<file path="src/hpb_pkg.sv">
/*
  Shared types and constants of the host processor bus port.
  Assumes a single 10 MHz clock domain; all pin-side signals are
  asynchronous to it and are synchronised inside the port.
*/
package hpb_pkg;

  // ----------------------------------------------------------------
  // Widths
  // ----------------------------------------------------------------
  localparam int DATA_W = 10;
  localparam int BYTE_W = 8;
  localparam int HI_W = DATA_W - BYTE_W;
  localparam int CMD_W = 2;
  localparam int SYNC_STAGES = 2;

  // ----------------------------------------------------------------
  // Clock
  // ----------------------------------------------------------------
  localparam int CLK_PERIOD_NS = 100;

  // ----------------------------------------------------------------
  // Bus formats
  // ----------------------------------------------------------------
  typedef enum logic [1:0] {
    HPB_FMT_10 = 2'h0,
    HPB_FMT_8P2 = 2'h1,
    HPB_FMT_8 = 2'h2
  } hpb_fmt_t;

  // Pin bundle as seen from the host side
  typedef struct packed {
    logic sel_n;
    logic rd_wr_n;
    logic [CMD_W-1:0] command_select;
    logic [DATA_W-1:0] host_data_bus;
  } hpb_pins_t;

  // Write strobe towards the register and palette logic
  typedef struct packed {
    logic valid;
    logic [CMD_W-1:0] target;
    logic [DATA_W-1:0] data;
  } hpb_wr_t;

  // Read request towards the register and palette logic
  typedef struct packed {
    logic req;
    logic [CMD_W-1:0] target;
  } hpb_rd_t;

  typedef enum logic [1:0] {
    HPB_XF_IDLE,
    HPB_XF_WRITE,
    HPB_XF_READ
  } hpb_xfer_t;

endpackage

</file>
<file path="src/hpb_pin_sync.sv">
/*
  Two-flop synchroniser for the whole host pin bundle.
  Assumes pins are asynchronous to clk_i; only the second stage
  is visible to any logic.
*/
`timescale 1ns/100ps
module hpb_pin_sync
  import hpb_pkg::*;
(
  // Clock and reset
  input wire logic clk_i,
  input wire logic srst_i,
  // Pins in, synchronised copy out
  input wire hpb_pins_t pins_i,
  output hpb_pins_t pins_o
);

  typedef struct packed {
    hpb_pins_t s1;
    hpb_pins_t s2;
  } hpb_sync_state_t;

  localparam hpb_pins_t PINS_IDLE = '{sel_n: 1'b1, rd_wr_n: 1'b1, default: '0};

  hpb_sync_state_t st_reg;
  hpb_sync_state_t st_next;

  // Shift the bundle through both stages
  always_comb begin
    st_next = st_reg;
    st_next.s1 = pins_i;
    st_next.s2 = st_reg.s1;
  end

  // State register, idle strobe level under reset
  always_ff @(posedge clk_i) begin
    if (srst_i) begin
      st_reg <= '{s1: PINS_IDLE, s2: PINS_IDLE};
    end else begin
      st_reg <= st_next;
    end
  end

  assign pins_o = st_reg.s2;

endmodule

</file>
<file path="src/hpb_host_port.sv">
/*
  Device end of the asynchronous host processor bus port: strobe
  edge detection, command capture, write assembly and read drive.
  Assumes the register and palette logic on clk_i answers a read
  request with rd_data_i in the same cycle as rd_o.req.
*/
//
// Overview of operation
// - Write data taken at select rising edge
// - Write when read/write low, select low
// - Read when read/write high, device returns data
// - Command select picks register or palette target
// - Command select sampled at select falling edge
// - Ten-bit bidirectional data bus both ways
// - Formats: 10-bit, 8 plus 2, 8-bit
//
`timescale 1ns/100ps
module hpb_host_port
  import hpb_pkg::*;
(
  // Clock and reset
  input wire logic clk_i,
  input wire logic srst_i,
  // Host pins
  input wire logic sel_n_i,
  input wire logic rd_wr_n_i,
  input wire logic [CMD_W-1:0] command_select_i,
  input wire logic [DATA_W-1:0] host_data_bus_i,
  output logic [DATA_W-1:0] host_data_bus_o,
  output logic host_data_bus_oe_n_o,
  // Configuration
  input wire hpb_fmt_t bus_format_i,
  // Register and palette side
  output hpb_wr_t wr_o,
  output hpb_rd_t rd_o,
  input wire logic [DATA_W-1:0] rd_data_i
);

  // ----------------------------------------------------------------
  // Types and helpers
  // ----------------------------------------------------------------
  typedef struct packed {
    hpb_xfer_t state;
    logic sel_prev_n;
    logic [CMD_W-1:0] cmd;
    logic phase;
    logic [BYTE_W-1:0] lo_byte;
    logic [DATA_W-1:0] rd_word;
    logic [DATA_W-1:0] bus_out;
    logic drive;
    hpb_wr_t wr;
    hpb_rd_t rd;
  } hpb_port_state_t;

  // Place a ten-bit word on the bus in the chosen format
  function automatic logic [DATA_W-1:0] fmt_out(input logic [DATA_W-1:0] w,
                                                input hpb_fmt_t f, input logic ph);
    logic [DATA_W-1:0] r;
    r = w;
    unique case (f)
      HPB_FMT_8: r = {{HI_W{1'b0}}, w[DATA_W-1:HI_W]};
      HPB_FMT_8P2: r = ph ? {{BYTE_W{1'b0}}, w[DATA_W-1:BYTE_W]}
                          : {{HI_W{1'b0}}, w[BYTE_W-1:0]};
      default: r = w;
    endcase
    return r;
  endfunction

  hpb_pins_t pins_raw;
  hpb_pins_t pins;
  hpb_port_state_t st_reg;
  hpb_port_state_t st_next;
  logic sel_fall;
  logic sel_rise;

  // ----------------------------------------------------------------
  // Pin synchronisation
  // ----------------------------------------------------------------
  assign pins_raw = '{sel_n: sel_n_i, rd_wr_n: rd_wr_n_i,
                      command_select: command_select_i,
                      host_data_bus: host_data_bus_i};

  hpb_pin_sync u_sync (
    .clk_i(clk_i),
    .srst_i(srst_i),
    .pins_i(pins_raw),
    .pins_o(pins)
  );

  // Edges of the synchronised select strobe
  assign sel_fall = st_reg.sel_prev_n && !pins.sel_n;
  assign sel_rise = !st_reg.sel_prev_n && pins.sel_n;

  // ----------------------------------------------------------------
  // Transfer sequencing
  // ----------------------------------------------------------------
  always_comb begin
    st_next = st_reg;
    st_next.sel_prev_n = pins.sel_n;
    st_next.wr.valid = 1'b0;
    st_next.rd.req = 1'b0;
    unique case (st_reg.state)
      HPB_XF_IDLE: begin
        if (sel_fall) begin
          st_next.cmd = pins.command_select;
          if (pins.rd_wr_n) begin
            // read starts, fetch or reuse word
            st_next.state = HPB_XF_READ;
            if (bus_format_i == HPB_FMT_8P2 && st_reg.phase) begin
              st_next.bus_out = fmt_out(st_reg.rd_word, bus_format_i, 1'b1);
              st_next.drive = 1'b1;
            end else begin
              st_next.rd = '{req: 1'b1, target: pins.command_select};
            end
          end else begin
            st_next.state = HPB_XF_WRITE;
          end
        end
      end
      HPB_XF_WRITE: begin
        // data held until rising edge, taken there
        if (sel_rise) begin
          st_next.state = HPB_XF_IDLE;
          unique case (bus_format_i)
            HPB_FMT_8P2: begin
              if (st_reg.phase) begin
                st_next.wr.valid = 1'b1;
                st_next.wr.data = {pins.host_data_bus[HI_W-1:0], st_reg.lo_byte};
              end else begin
                st_next.lo_byte = pins.host_data_bus[BYTE_W-1:0];
              end
              st_next.phase = !st_reg.phase;
            end
            HPB_FMT_8: begin
              st_next.wr.valid = 1'b1;
              st_next.wr.data = {pins.host_data_bus[BYTE_W-1:0], {HI_W{1'b0}}};
            end
            default: begin
              st_next.wr.valid = 1'b1;
              st_next.wr.data = pins.host_data_bus;
            end
          endcase
          st_next.wr.target = st_reg.cmd;
        end
      end
      HPB_XF_READ: begin
        if (st_reg.rd.req) begin
          st_next.rd_word = rd_data_i;
          st_next.bus_out = fmt_out(rd_data_i, bus_format_i, 1'b0);
          st_next.drive = 1'b1;
        end
        if (sel_rise) begin
          // release bus when select returns high
          st_next.state = HPB_XF_IDLE;
          st_next.drive = 1'b0;
          if (bus_format_i == HPB_FMT_8P2) begin
            st_next.phase = !st_reg.phase;
          end
        end
      end
      default: begin
        st_next.state = HPB_XF_IDLE;
        st_next.drive = 1'b0;
      end
    endcase
  end

  // State register
  always_ff @(posedge clk_i) begin
    if (srst_i) begin
      st_reg <= '{state: HPB_XF_IDLE, sel_prev_n: 1'b1, default: '0};
    end else begin
      st_reg <= st_next;
    end
  end

  // ----------------------------------------------------------------
  // Outputs
  // ----------------------------------------------------------------
  assign host_data_bus_o = st_reg.bus_out;
  assign host_data_bus_oe_n_o = !st_reg.drive;
  assign wr_o = st_reg.wr;
  assign rd_o = st_reg.rd;
endmodule

</file>
<file path="config.mk">
export PLATFORM = sky130hd
export DESIGN_NAME = hpb_host_port
export DESIGN_NICKNAME = d
export VERILOG_FILES = /design/src/hpb_pkg.sv /design/src/hpb_pin_sync.sv /design/src/hpb_host_port.sv
export SDC_FILE = /design/constraint.sdc
export NUM_CORES = 1
export LEC_CHECK = 0
export ABC_CLOCK_PERIOD_IN_PS = 1520
export CORE_MARGIN = 4
export CORE_UTILIZATION = 56
export CTS_CLUSTER_SIZE = 40
export DETAILED_ROUTE_END_ITERATION = 8
export DONT_BUFFER_PORTS = 1
export GPL_ROUTABILITY_DRIVEN = 0
export PLACE_DENSITY = 0.81
export SLEW_MARGIN = 20
export SYNTH_ARGS = -nofsm -noshare
export SYNTH_HDL_FRONTEND = slang
export SYNTH_SLANG_ARGS = --single-unit
</file>
<file path="constraint.sdc">
create_clock -name clk_i -period 1.52 [get_ports clk_i]
set_input_delay 0.076 -clock clk_i [delete_from_list [all_inputs] [get_ports clk_i]]
set_output_delay 0.076 -clock clk_i [all_outputs]
set_load 0.05 [all_outputs]
</file>
==> results_dict.tcl <==
set metrics [dict create \
    start_util 0.579 \
    synth_most_common_cell "dfxtp_1" \
    yosysWarnings 0 \
    syn_area_per_cell_um2 8.88 \
    clockBufferDepth 2 \
    synth_edf_count 0 \
    antenna-diode-count 0 \
    drive_above_1_share 0.222 \
    violations "setup timing" \
    synth_cells 388 \
    cts-buffers-inserted 9 \
    critPathKind "flop to flop" \
    placed_area_um2 3560 \
    required_ps 1770 \
    power_density_nw_per_um2 1020 \
    fmax_ghz 0.647 \
    fill_cells 442 \
    startpoint_type "flop" \
    routed_via_density 5.81 \
    vdd_ir_drop_max_v 0.00111 \
    syn_to_final_growth_pct 24.1 \
    cts_root_buf "clkbuf_8" \
    syn_nets 422 \
    ys.flop_type "dfxtp_1" \
    power_switching_w 0.00101 \
    post-route-period-util 1.02 \
    synth-seq-cells 79 \
    largest_register_ffs 25 \
    yosysSeqAreaShare 0.459 \
    synthXorXnorAreaFrac 0 \
    power.leakage_nw 1.59 \
    setup_viol 3 \
    yosysTopAreaCell "dfxtp_1" \
    path_clk_slew_ps 80 \
    drt_iter0_drc 234 \
    seqPwrFrac 0.488 \
    synthMuxAreaShare 0.0646 \
    synth_cell_types 39 \
    relSlewSlack 0.613 \
    tns_ps -62.6 \
    chipWidth_um 86.4 \
    clk_latency_ps 360 \
    fin_ws_ps -25.4 \
    synth_simple_gate_area_frac 0.184 \
    layout.nets 452 \
    antenna_found_initial 0 \
    maxSlewViolCount 0 \
    pwr-share-comb 0.082 \
    grt_max_degree 72 \
    ant_nets 0 \
    critPathMaxFanout 8 \
    hold_viol 0 \
    fin_crit_ps 1550 \
    synth_area_leaders "dfxtp_1, buf_4, mux2i_1, nor2b_1, nand2_1" \
    die_y_um 86.4 \
    io_buffers 0 \
    drc 0 \
    maxCapViolations 0 \
    worstPathArrival_ps 1790 \
    synthArstFlopShare 0 \
    drt_pass1_iterations 5 \
    tightest_slew_ps 579 \
    pwr-share-clk 0.430 \
    io_pins 55 \
    fin_area_um2 4280 \
    p_int_w 0.00337 \
    ys_top_cells_by_count "dfxtp_1, nand2_1, a21oi_1" \
    grt.total_usage 0.211 \
    dp_hpwl_um 4790 \
    clkSinkCount 79 \
    dieArea_um2 7470 \
    grt_pass1_wl_um 12300 \
    p_sw_frac 0.230 \
    synth_compound_area_frac 0.171 \
    status "finished with violations" \
    rsz0062_at_grt "true" \
    tritoncts "built" \
    fin_skew_ps 8.40 \
    synth-adder-area-share 0.0218 \
    wl_per_cell_um 16.1 \
    synth_top_area_frac 0.459 \
    coreArea_um2 5960 \
    synth_top_family_by_area "simple AND/OR/NAND/NOR gates" \
    end_kind "flop" \
    via_count 2891 \
    globalRouteOverflowTotal 0 \
    h-tree-depth 3 \
    finalWirelength_um 8040 \
    worstHoldPathType "primary input to flop" \
    row_count 28 \
    synthesis.area_um2 3450 \
    grt_pass1_vias 2688 \
]
-- cells by family (layout without fill, tap and decap cells) --
| group | Yosys count | after routing |
|---|---|---|
| muxes | 22 | 22 |
| DFF | 79 | 79 |
| and+or+nand+nor | 131 | 131 |
| buffers and inverters | 60 | 94 |
| AOI/OAI and AO/OA | 90 | 91 |
| adders and majority gates | 6 | 6 |
-- placed cells by master, fill, tap and decap left out, types with 5 or more instances in the layout --
master,instances
dfxtp_1,76
nand2_1,45
buf_4,39
a21oi_1,29
nor2_1,28
nor2b_1,27
dlygate4sd3_1,26
o21ai_0,22
mux2i_1,19
a22oi_1,9
clkbuf_8,9
inv_1,6
a221o_1,6
or2_2,5
-- power by group through the flow --
| stage | sequential (W) | clock [W] | combinational, W |
|---|---|---|---|
| global placement | 0.00218 | 0 | 0.000231 |
| finish | 0.00213 | 0.00188 | 0.000359 |
| CTS | 0.00213 | 0.00191 | 0.000331 |
| floorplan | 0.00217 | 0 | 0.000209 |
| detailed placement | 0.00218 | 0 | 0.000237 |
| global route | 0.00214 | 0.00200 | 0.000387 |
-- final timing paths --
path,from,endpoint,slack [ps],cells after the start
worst max-delay path,st_reg[50],st_reg[39],-30,7
worst min-delay path,srst_i,wr_o[10],60,2
worst max register to register,st_reg[50],st_reg[39],-30,7
worst min register to register,u_sync.st_next[13],u_sync.pins_o[13],410,1
-- metal layers --
| layer | share of wire | up-vias | global-route usage |
|---|---|---|---|
| li1 | - | 1365 | - |
| met1 | 0.40 | 1357 | 0.244 |
| met2 | 0.49 | 138 | 0.353 |
| met3 | 0.075 | 31 | 0.0551 |
| met4 | 0.038 | 0 | 0.119 |
| met5 | 0 | - | 0 |
-- per-stage QoR --
stage / worst slack, ps / power (W) / hold slack [ps] / cells / utilization
2_1_floorplan: 11.5 / 0.00238 / 180 / 388 / -
3_3_place_gp: 10.3 / 0.00241 / 153 / 451 / 0.597
3_5_place_dp: -82.1 / 0.00242 / 154 / 451 / 0.597
4_1_cts: 7.88 / 0.00437 / 58.5 / 495 / 0.696
5_1_grt: -92.3 / 0.00452 / 73.1 / 498 / 0.718
6_report: -25.4 / 0.00437 / 59.7 / 498 / 0.718
-- worst max-delay path, cell delays in order (launching register included) --
cell	delay, ps
dfxtp_4	370
inv_4	80
ha_4	140
nand3b_4	120
nor3b_4	240
buf_6	200
mux2i_2	250
nor2_1	50
-- timing repair --
action	CTS	global route
gates cloned	1	0
resized for setup	13	24
pin swaps	5	8
hold buffers	27	0
endpoints found under the hold margin	79	0
endpoints found under the setup margin	18	22
setup buffers	0	3
-- layout make-up --
class	instances	area (um^2)	area share
timing repair buffer	70	643	0.150
tap	75	93.8	0.0219
sequential	79	1590	0.372
multi-input combinational	250	1670	0.390
clock buffer	9	124	0.0290
clock inverter	7	120	0.0281
inverter	8	35.0	0.00819
Power figures use the tool's default switching activity.
